### src/design/module_reset_status_pkg.sv
package module_reset_status_pkg;

    localparam int          CLK_HZ              = 100_000_000;
    // Factory-restore hold threshold in seconds
    localparam int          RESTORE_HOLD_S      = 7;
    localparam longint      RESTORE_HOLD_CYC    = longint'(RESTORE_HOLD_S)
                                                  * longint'(CLK_HZ);
    // Blink period one second, half on and half off
    localparam int          BLINK_PERIOD_MS     = 1000;
    localparam int          BLINK_HALF_CYC      = (CLK_HZ / 1000)
                                                  * (BLINK_PERIOD_MS / 2);
    // Debounce settle time in microseconds
    localparam int          DEBOUNCE_US         = 1000;
    localparam int          DEBOUNCE_CYC        = (CLK_HZ / 1_000_000)
                                                  * DEBOUNCE_US;
    localparam int          CFG_PIN_COUNT       = 13;
    localparam int          SPI_IRQ_PIN         = 2;
    localparam int          SPI_MISO_PIN        = 3;
    localparam int          SPI_MOSI_PIN        = 4;
    localparam int          SPI_CLOCK_PIN       = 7;
    localparam int          SPI_SELECT_PIN      = 8;
    localparam logic [12:0] CFG_OE_RESET        = 13'h0000;

    typedef enum logic [1:0] {
        SEL_GPIO,
        SEL_SPI
    } pin_sel_type;

    typedef enum {
        ST_RUN,
        ST_HOLD,
        ST_ARMED,
        ST_RESTORE
    } restore_state_type;

endpackage : module_reset_status_pkg

### src/design/input_conditioner.sv
`timescale 1ns/1ps
`default_nettype none

module input_conditioner #(
    parameter int DEBOUNCE_CYCLES = 100_000
) (
    input  wire logic clk_i,
    input  wire logic rst_n_i,
    input  wire logic pin_i,
    output logic      level_o,
    output logic      rise_o,
    output logic      fall_o
);
    localparam int CW = $clog2(DEBOUNCE_CYCLES + 1);

    logic          sync1;
    logic          sync2;
    logic          sync3;
    logic [CW-1:0] count;
    logic          level;
    logic          level_d;
    wire           agree   = (sync2 == sync3);
    wire           differ  = agree && (sync3 != level);
    wire           settled = (count == CW'(DEBOUNCE_CYCLES - 1));

    always_ff @(posedge clk_i or negedge rst_n_i) begin
        if (!rst_n_i) begin
            sync1   <= 1'b1;
            sync2   <= 1'b1;
            sync3   <= 1'b1;
            count   <= '0;
            level   <= 1'b1;
            level_d <= 1'b1;
        end else begin
            sync1   <= pin_i;
            sync2   <= sync1;
            sync3   <= sync2;
            level_d <= level;
            if (!differ) begin
                count <= '0;
            end else if (settled) begin
                count <= '0;
                level <= sync3;
            end else begin
                count <= count + 1'b1;
            end
        end
    end

    assign level_o = level;
    assign rise_o  = level & ~level_d;
    assign fall_o  = ~level & level_d;

endmodule // input_conditioner

`default_nettype wire

### src/design/module_reset_status_control.sv
// Behaviour
// - In normal running the system indicator stays steadily lit.
// - After seven seconds held, the system indicator blinks once per second.
// - Restore reboot happens only on button release, never while held.
// - Wireless indicator lit only while station is associated.
// - System indicator output is active high.
// - Wireless indicator output is active low.
// - Wired indicator low on link, toggling for traffic activity.
// - Thirteen configurable pins, all inputs after reset.
// - SPI roles on pins 2, 3, 4, 7 and 8.
// - Hardware reboot input low restarts the processor, no software.
// - Restore input polled; seven seconds low restores defaults, reboots.
// - Only a rising wake edge leaves sleep, never a level.
// - Shutdown indicator asserted throughout shutdown or standby.
// - Reboot, restore and wake pins are inputs in reset.
// - Pins float as inputs until firmware configures them.
`timescale 1ns/1ps
`default_nettype none

module module_reset_status_control #(
    parameter longint RESTORE_CYCLES  =
        module_reset_status_pkg::RESTORE_HOLD_CYC,
    parameter int     BLINK_CYCLES    =
        module_reset_status_pkg::BLINK_HALF_CYC,
    parameter int     DEBOUNCE_CYCLES =
        module_reset_status_pkg::DEBOUNCE_CYC
) (
    input  wire logic        CLK_I,
    input  wire logic        RST_N_I,
    input  wire logic        FACTORY_RESTORE_N_I,
    input  wire logic        WAKE_I,
    input  wire logic        SLEEP_REQ_I,
    input  wire logic        STATION_ASSOCIATED_I,
    input  wire logic        WIRED_LINK_I,
    input  wire logic        WIRED_ACTIVITY_I,
    input  wire logic [12:0] CFG_PIN_I,
    input  wire logic [12:0] CFG_PIN_OUT_I,
    input  wire logic [12:0] CFG_PIN_DIR_I,
    input  wire logic        CFG_PIN_DIR_WE_I,
    input  wire logic        SPI_MODE_I,
    input  wire logic        SPI_MISO_I,
    input  wire logic        SPI_CLOCK_I,
    input  wire logic        SPI_SELECT_I,
    output logic             SPI_IRQ_O,
    output logic             SPI_MOSI_O,
    output logic [12:0]      CFG_PIN_O,
    output logic [12:0]      CFG_PIN_OE_O,
    output logic             SYSTEM_STATUS_INDICATOR_O,
    output logic             WIRELESS_LINK_INDICATOR_N_O,
    output logic             WIRED_LINK_ACTIVITY_INDICATOR_N_O,
    output logic             SHUTDOWN_INDICATOR_O,
    output logic             RESTORE_DEFAULTS_O,
    output logic             PROCESSOR_RESET_N_O
);
    import module_reset_status_pkg::*;

    localparam int BW = $clog2(BLINK_CYCLES + 1);

    // Reboot input releases through two flops
    logic rst_meta;
    logic rst_n;
    always_ff @(posedge CLK_I or negedge RST_N_I) begin
        if (!RST_N_I) begin
            rst_meta <= 1'b0;
            rst_n    <= 1'b0;
        end else begin
            rst_meta <= 1'b1;
            rst_n    <= rst_meta;
        end
    end

    logic restore_level;
    logic wake_level_n;
    logic wake_rise;

    input_conditioner #(
        .DEBOUNCE_CYCLES(DEBOUNCE_CYCLES)
    ) u_restore_cond (
        .clk_i  (CLK_I),
        .rst_n_i(rst_n),
        .pin_i  (FACTORY_RESTORE_N_I),
        .level_o(restore_level),
        .rise_o (),
        .fall_o ()
    );

    input_conditioner #(
        .DEBOUNCE_CYCLES(DEBOUNCE_CYCLES)
    ) u_wake_cond (
        .clk_i  (CLK_I),
        .rst_n_i(rst_n),
        .pin_i  (~WAKE_I),         // Idle low meets the high reset level
        .level_o(wake_level_n),
        .rise_o (),
        .fall_o (wake_rise)
    );

    // Factory-restore sequencer
    restore_state_type state;
    restore_state_type next_state;
    logic [39:0]       hold_count;
    logic              reboot_pulse;
    wire               pressed   = ~restore_level;
    wire               held_long = (hold_count
                                   == 40'(RESTORE_CYCLES - 1));

    always_comb begin
        next_state = state;
        case (state)
            ST_RUN: begin
                if (pressed) begin
                    next_state = ST_HOLD;
                end
            end
            ST_HOLD: begin
                if (!pressed) begin
                    next_state = ST_RUN;
                end else if (held_long) begin
                    next_state = ST_ARMED;
                end
            end
            ST_ARMED: begin
                if (!pressed) begin
                    next_state = ST_RESTORE;
                end
            end
            ST_RESTORE: begin
                next_state = ST_RUN;
            end
            default: begin
                next_state = ST_RUN;
            end
        endcase
    end

    always_ff @(posedge CLK_I or negedge rst_n) begin
        if (!rst_n) begin
            state      <= ST_RUN;
            hold_count <= '0;
        end else begin
            state <= next_state;
            if (state == ST_HOLD && pressed && !held_long) begin
                hold_count <= hold_count + 1'b1;
            end else if (state != ST_HOLD) begin
                hold_count <= '0;
            end
        end
    end

    assign reboot_pulse = (state == ST_RESTORE);

    // One-second blink timebase
    logic [BW-1:0] blink_count;
    logic          blink_phase;
    wire           blink_wrap = (blink_count == BW'(BLINK_CYCLES - 1));

    always_ff @(posedge CLK_I or negedge rst_n) begin
        if (!rst_n) begin
            blink_count <= '0;
            blink_phase <= 1'b1;
        end else if (state != ST_ARMED) begin
            blink_count <= '0;
            blink_phase <= 1'b1;
        end else if (blink_wrap) begin
            blink_count <= '0;
            blink_phase <= ~blink_phase;
        end else begin
            blink_count <= blink_count + 1'b1;
        end
    end

    // Sleep state: entered on request, left on wake rising edge
    logic asleep;
    always_ff @(posedge CLK_I or negedge rst_n) begin
        if (!rst_n) begin
            asleep <= 1'b0;
        end else if (wake_rise) begin
            asleep <= 1'b0;
        end else if (SLEEP_REQ_I && wake_level_n) begin
            asleep <= 1'b1;
        end
    end

    // Wired activity toggle
    logic act_d;
    logic act_blink;
    always_ff @(posedge CLK_I or negedge rst_n) begin
        if (!rst_n) begin
            act_d     <= 1'b0;
            act_blink <= 1'b0;
        end else begin
            act_d <= WIRED_ACTIVITY_I;
            if (!WIRED_LINK_I) begin
                act_blink <= 1'b0;
            end else if (WIRED_ACTIVITY_I && !act_d) begin
                act_blink <= ~act_blink;
            end
        end
    end

    // Pin direction: all inputs until firmware writes
    logic [12:0] pin_dir;
    logic [12:0] pin_out;
    always_ff @(posedge CLK_I or negedge rst_n) begin
        if (!rst_n) begin
            pin_dir <= CFG_OE_RESET;
            pin_out <= '0;
        end else begin
            pin_out <= CFG_PIN_OUT_I;
            if (CFG_PIN_DIR_WE_I) begin
                pin_dir <= CFG_PIN_DIR_I;
            end
        end
    end

    // SPI alternate roles, pin n is bit n-1
    wire [12:0] spi_oe_mask = 13'(1) << (SPI_MISO_PIN - 1);
    logic [12:0] spi_out;
    always_comb begin
        spi_out                     = '0;
        spi_out[SPI_MISO_PIN - 1]   = SPI_MISO_I;
    end
    wire [12:0] next_oe  = SPI_MODE_I
                         ? ((pin_dir & ~13'h00CE) | spi_oe_mask)
                         : pin_dir;
    wire [12:0] next_out = SPI_MODE_I
                         ? ((pin_out & ~spi_oe_mask) | spi_out)
                         : pin_out;

    logic status_ind;
    logic assoc_ind_n;
    logic wired_led_n;
    logic shut_ind;
    logic restore_q;
    logic [12:0] cfg_oe;
    logic [12:0] cfg_out;
    logic spi_irq;
    logic spi_mosi;
    always_ff @(posedge CLK_I or negedge rst_n) begin
        if (!rst_n) begin
            status_ind  <= 1'b0;
            assoc_ind_n <= 1'b1;
            wired_led_n <= 1'b1;
            shut_ind    <= 1'b0;
            restore_q   <= 1'b0;
            cfg_oe      <= CFG_OE_RESET;
            cfg_out     <= '0;
            spi_irq     <= 1'b0;
            spi_mosi    <= 1'b0;
        end else begin
            status_ind  <= (state == ST_ARMED) ? blink_phase
                                               : 1'b1;
            assoc_ind_n <= ~STATION_ASSOCIATED_I;
            wired_led_n <= ~WIRED_LINK_I | act_blink;
            shut_ind    <= asleep;
            restore_q   <= reboot_pulse;
            cfg_oe      <= next_oe;
            cfg_out     <= next_out;
            spi_irq     <= SPI_MODE_I & ~CFG_PIN_I[SPI_IRQ_PIN - 1];
            spi_mosi    <= CFG_PIN_I[SPI_MOSI_PIN - 1];
        end
    end

    assign SYSTEM_STATUS_INDICATOR_O         = status_ind;
    assign WIRELESS_LINK_INDICATOR_N_O       = assoc_ind_n;
    assign WIRED_LINK_ACTIVITY_INDICATOR_N_O = wired_led_n;
    assign SHUTDOWN_INDICATOR_O              = shut_ind;
    assign RESTORE_DEFAULTS_O                = restore_q;
    assign PROCESSOR_RESET_N_O               = rst_n & ~restore_q;
    assign CFG_PIN_OE_O                      = cfg_oe;
    assign CFG_PIN_O                         = cfg_out;
    assign SPI_IRQ_O                         = spi_irq;
    assign SPI_MOSI_O                        = spi_mosi;

endmodule // module_reset_status_control

`default_nettype wire

### config.mk
export PLATFORM = sky130hd
export DESIGN_NAME = module_reset_status_control
export DESIGN_NICKNAME = d
export VERILOG_FILES = /design/src/design/module_reset_status_pkg.sv /design/src/design/input_conditioner.sv /design/src/design/module_reset_status_control.sv
export SDC_FILE = /design/constraint.sdc
export NUM_CORES = 1
export LEC_CHECK = 0
export BUFFER_PORTS_ARGS = -buffer_cell sky130_fd_sc_hd__buf_2
export CELL_PAD_IN_SITES_DETAIL_PLACEMENT = 0
export CELL_PAD_IN_SITES_GLOBAL_PLACEMENT = 1
export CORE_MARGIN = 2
export CORE_UTILIZATION = 30
export CTS_CLUSTER_SIZE = 40
export DETAILED_ROUTE_END_ITERATION = 16
export PLACE_DENSITY = 0.61
export RECOVER_POWER = 100
export SYNTH_ARGS = -nofsm -noshare
export SYNTH_HDL_FRONTEND = slang
export SYNTH_HIERARCHICAL = 1
export SYNTH_SLANG_ARGS = --single-unit
export TNS_END_PERCENT = 100
### constraint.sdc
create_clock -name CLK_I -period 11.7 [get_ports CLK_I]
set_input_delay 0.585 -clock CLK_I [delete_from_list [all_inputs] [get_ports CLK_I]]
set_output_delay 0.585 -clock CLK_I [all_outputs]
set_load 0.01 [all_outputs]
==> impl_metrics.csv, run 1 <==
group,metric,value,unit
place,port_buffers,72,
route,drt-total-wl,15650,um
worst_setup_path,cp.arrival,2.42,ns
cts,cts_max_level,4,
grt,track_usage,12.36,%
route,drt_pass1_iterations,6,
power,cellLeakagePower,3.579,nW
worst_setup_path,worstReg2RegStart,"hold_count[0]",
final_layout,area_delta_synth_final,16.67,%
cts,clk_latency,0.43,ns
timing,fmax,333.2,MHz
final_layout,mostFrequentLayoutCell,"dfrtp_1",
cts,postCtsSetupRepairBufs,0,
die,dieArea,0.02658,sq mm
die,die_w,163.0,um
worst_setup_path,worst_setup_path_end_kind,"output pin",
worst_setup_path,ff2ff_setup_slack,9.01,ns
worst_setup_path,rr_worst_depth,6,
route,drt_iter0_markers,227,
grt,grt_pass1_wl,26520,um
route,wire_per_inst,14.07,um
timing,min_period_over_period,25.65,%
timing,max-slew-margin-rel,-18.21,%
worst_setup_path,rr_endpoint,"state[0]",
grt,grt_overflow,0,
power,ir_worst_vdd,0.08435,mV
final_layout,final_cell_mix,"dfrtp_1, nor2_1, nand3_1, nand2_1, clkbuf_1",
worst_setup_path,path_class,"flop to output pin",
worst_setup_path,cpPeakStageDelay,1.53,ns
place,dp_hpwl,9872,um
place,place_congestion,0.7604,
final_layout,drive_gt1_share,13.30,%
die,rows,58,
cts,cts_sinks,176,
timing,skew,0.01562,ns
job,max-cap-violations,1,
timing,post-route-min-period,3.001,ns
timing,rsz0062_at_grt,"false",
timing,setup_tns,0,ns
grt,antenna_found_initial,0,
worst_setup_path,cp.required,11.12,ns
worst_hold_path,min_path_type,"input port to flop",
synth,synthCells,693,
final_layout,n_antenna_cell,0,
status,violations,"max-capacitance violations, max-slew violations",
synth,synth_warnings,6,
grt,grt_pass1_vias,5207,
synth,netlist_area,0.007587,sq mm
grt,grt_max_degree,134,
timing,report.final.slew_viol_count,43,
worst_setup_path,crit_path_cell_trace,"nor2b_1 > clkbuf_1",
power,powerDensity,140.9,mW/mm^2
cts,cts.clk_slew.worst_paths,0.08,ns
synth,synth.avg_cell_area,10.95,sq um
worst_hold_path,holdPathEnd,"u_restore_cond/sync1",
worst_setup_path,start_kind,"flop",
cts,cts_root_buf,"clkbuf_16",
worst_setup_path,critPathSlowestCell,"dfrtp_1",
die,initial_core_util,30.30,%
final_layout,nets,825,
worst_setup_path,worst-path-buf-inv,1,
timing,timing.final.ws_setup,8.699,ns
route,drc,0,
synth,syn_nets,749,
cts,tritoncts,"built",
worst_hold_path,min_from,"FACTORY_RESTORE_N_I",
worst_setup_path,cp_top_family,"flip-flops",
timing,finalSetupViolCount,0,
die,die_y,163.0,um
timing,worst_pin_slew,1.773,ns
route,vias,5298,
cts,numCtsBuffers,17,
die,core,0.02504,sq mm
worst_setup_path,crit_cells,2,
die,ios,86,
route,via_per_inst,4.764,
cts,cts.path.max_buffers,2,
timing,hold_viol,0,
final_layout,final.fill_count,2553,
worst_setup_path,cp_max_fo,43,
worst_hold_path,hold_depth,1,
route,drtAntennaViolNets,0,
place,pre_cts_ws,9.009,ns
status,run_status,"finished, violations left",
## worst register-to-register path: cells and delay by family, from the launching register on
family | cells | cell delay, ns
AOI/OAI and AO/OA | 2 | 0.38
DFF | 1 | 0.45
adders and majority gates | 1 | 0.30
and+or+nand+nor | 3 | 1.44
## registers in the layout (all words and copies together) (netlist names), 2 cells and up
name and cells:
hold_count 40, blink_count 26, u_restore_cond/count 17, u_wake_cond/count 17, CFG_PIN_OE_O 13, CFG_PIN_O 13
pin_dir 13, pin_out 13, state 2
## metal layers
metal / part of all wire, % / global-route usage [%] / vias to the layer above / routed length [um]
li1: - / - / 2610 / -
met1: 50 / 17.16 / 2605 / 7872
met2: 45 / 18.80 / 71 / 6966
met3: 4.2 / 3.733 / 12 / 651
met4: 1.0 / 3.298 / 0 / 161
met5: 0 / 0 / - / 0
## worst max path at each step
stage | slack (ns) | to | start
floorplan | 6.44 | CFG_PIN_OE_O[0] | rst_n
global placement | 9.00 | state[0] | hold_count[17]
detailed placement | 9.01 | state[0] | hold_count[0]
CTS | 8.98 | state[0] | hold_count[0]
global route | 8.31 | PROCESSOR_RESET_N_O | rst_n
finish | 8.70 | PROCESSOR_RESET_N_O | rst_n
## what timing repair did
action	CTS	global route
gates resized for setup	0	0
hold buffers	1	0
endpoints found under the setup margin	0	0
endpoints found under the hold margin	2	0
## layout make-up
class / instances / area [sq um] / area share, %
flip-flops and latches: 176 / 4419 / 49.92
multi-input cells: 482 / 2997 / 33.85
clock buffers: 17 / 425.4 / 4.806
well taps: 330 / 412.9 / 4.664
repair buffers: 79 / 377.9 / 4.269
clock inverters: 15 / 171.4 / 1.936
inverters: 13 / 48.80 / 0.5512
## through the flow
| stage | area [sq um] | power, mW | std cells | hold WS [ns] | utilization (%) |
|---|---|---|---|---|---|
| after floorplan | 7587 | 0.6668 | 693 | 0.2894 | - |
| after global placement | 8325 | 0.6876 | 1079 | 0.3316 | 33.25 |
| final | 8852 | 1.248 | 1112 | 0.2483 | 35.36 |
| after global routing | 8852 | 1.299 | 1112 | 0.2332 | 35.36 |
| after detailed placement | 8325 | 0.6887 | 1079 | 0.3347 | 33.25 |
| after CTS | 8932 | 1.274 | 1112 | 0.2248 | 35.68 |
## where the power goes
| part | leakage [nW] | internal, mW | switching [mW] |
|---|---|---|---|
| clock | 0.291 | 0.306 | 0.270 |
| sequential | 2.25 | 0.625 | 0.00870 |
| combinational | 1.03 | 0.0149 | 0.0232 |
| total | 3.58 | 0.946 | 0.302 |
No activity file was read; power rests on OpenSTA's default activity.
==> run 2: changes to the inputs <==
Settings changed: ABC_AREA set to 1, PLACE_DENSITY 0.61 to 0.64.
Clock period 11.7 ns to 2.9 ns, I/O delays scaled along.
==> run 2 against run 1 <==
Compared with the run above: core utilization grew 1.1 points; the flow still finishes with violations (max-capacitance violations, max-slew violations); global-route usage increased by 2.3 points; synthesized cell count increased by 66%; largest cell class unchanged.
==> impl_metrics.csv, run 2 <==
group,metric,value,unit
status,run_status,"finished, violations left",
status,violations,"max-capacitance violations, max-slew violations",
synth,synth.avg_cell_area,7.639,sq um
route,via_per_inst,4.358,
timing,skew,0.01218,ns
synth,netlist_area,0.008770,sq mm
power,ir_worst_vdd,0.4518,mV
die,die_y,175.0,um
worst_setup_path,critPathSlowestCell,"dfrtp_1",
route,drtAntennaViolNets,0,
synth,syn_nets,1204,
place,port_buffers,72,
worst_setup_path,cp_common_cell,"nand2_1",
route,drt_pass1_iterations,4,
final_layout,top_register,"hold_count",
final_layout,top_regs,"hold_count x40, blink_count x26",
worst_setup_path,rr_worst_depth,10,
grt,antenna_found_initial,0,
route,drt_iter0_markers,405,
route,vias,7256,
grt,grt_overflow,0,
worst_setup_path,cp.required,3.27,ns
worst_setup_path,cpPeakStageDelay,0.40,ns
route,wire_per_inst,12.62,um
power,powerDensity,504.2,mW/mm^2
final_layout,final_cell_mix,"nand2_1, nor2_1, dfrtp_1, inv_1, nand3_1",
worst_setup_path,start_kind,"flop",
die,dieArea,0.03062,sq mm
final_layout,area_delta_synth_final,19.59,%
worst_setup_path,cp_max_fo,41,
final_layout,n_antenna_cell,0,
route,drc,0,
cts,cts_max_level,4,
worst_setup_path,cp.arrival,2.57,ns
die,rows,62,
cts,cts.path.max_buffers,2,
final_layout,largest_reg_flops,40,
timing,max-slew-margin-rel,-8.013,%
final_layout,fin_area,0.01049,sq mm
die,core,0.02878,sq mm
timing,fmax,456.2,MHz
cts,clk_latency,0.44,ns
worst_setup_path,rr_endpoint,"hold_count[31]",
power,cellLeakagePower,4.766,nW
grt,grt_max_degree,106,
worst_setup_path,worst_setup_path_end_kind,"flop",
cts,cts_sinks,176,
final_layout,final.fill_count,3060,
place,placed_cell_area,0.009570,sq mm
synth,synth_warnings,6,
place,dp_hpwl,14380,um
die,ios,86,
die,die_w,175.0,um
job,max-cap-violations,2,
grt,track_usage,14.66,%
worst_setup_path,ff2ff_setup_slack,0.71,ns
final_layout,drive_gt1_share,9.680,%
die,initial_core_util,30.47,%
timing,post-route-min-period,2.192,ns
cts,cts.clk_slew.worst_paths,0.07,ns
grt,grt_pass1_wl,36100,um
timing,report.final.slew_viol_count,176,
worst_setup_path,path_class,"flop to flop",
place,place_congestion,0.8002,
worst_hold_path,min_path_type,"input port to async pin",
timing,hold_viol,0,
worst_setup_path,crit_path_cell_trace,"ha_1 > nand2_1 > nor2_1 > nand2_1 > nor2_1 > nand3_1 > nand2_2 > buf_4 > nand3_1 > nand2_1",
final_layout,nets,1324,
route,drt-total-wl,21010,um
synth,synthCells,1148,
timing,rsz0062_at_grt,"false",
timing,worst_pin_slew,1.620,ns
worst_setup_path,worstReg2RegStart,"hold_count[0]",
cts,numCtsBuffers,17,
cts,cts_root_buf,"clkbuf_16",
grt,grt_pass1_vias,7275,
final_layout,mostFrequentLayoutCell,"nand2_1",
timing,finalSetupViolCount,0,
cts,tritoncts,"built",
timing,min_period_over_period,75.59,%
timing,setup_tns,0,ns
==> run 2: routing by layer <==
layer  GRT usage (%)  part of all wire, %
met4           4.583                  1.3
met2           24.23                   46
met3           3.372                  3.8
met1           19.08                   48
met5               0                    0
==> run 2: timing repair <==
action                                  4_1_cts  5_1_grt
endpoints found under the hold margin        42        0
endpoints found under the setup margin        0        0
hold buffers                                 38        0
buffers inserted                              0        0
gates resized for setup                       0        0
==> run 2: area by class of cell <==
class	instances	area, sq um	area share (%)
clock buffer	19	432.9	4.128
clock inverter	13	200.2	1.909
inverter	140	525.5	5.011
multi-input combinational	817	3692	35.21
sequential	176	4423	42.17
tap	384	480.5	4.581
timing repair buffer	116	733.2	6.991
==> run 2: power by group <==
part,total [mW],switching [mW],internal [mW],leakage [nW]
logic,0.211,0.126,0.0853,2.20
registers,2.55,0.0254,2.53,2.25
clock network,2.52,1.06,1.47,0.307
==> run 2: worst max-delay path by stage <==
stage / slack (ns) / start / to
after floorplan: 0.86 / rst_n / PROCESSOR_RESET_N_O
after global placement: 0.86 / hold_count[0] / hold_count[39]
after detailed placement: 0.84 / hold_count[0] / hold_count[9]
after CTS: 0.79 / hold_count[0] / hold_count[9]
after global routing: 0.44 / hold_count[0] / hold_count[7]
final: 0.71 / hold_count[0] / hold_count[31]
==> run 2: critical path: cells and delay by family, from the launching register on <==
kind                       cells  cell delay, ns
DFF                            1            0.40
adders and majority gates      1            0.21
buffers and inverters          1            0.40
and+or+nand+nor                8            1.10
==> run 2: stage by stage <==
step	cells	hold WS, ns	util (%)	setup WS (ns)	total power, mW
after CTS	1665	0.002342	36.78	0.7930	5.394
after global placement	1595	-0.06938	33.25	0.8566	2.788
after detailed placement	1595	-0.06331	33.25	0.8353	2.791
after global routing	1665	0.02952	36.44	0.4400	5.528
after floorplan	1148	-0.1506	-	0.8624	2.695
final	1665	0.04018	36.44	0.7080	5.288
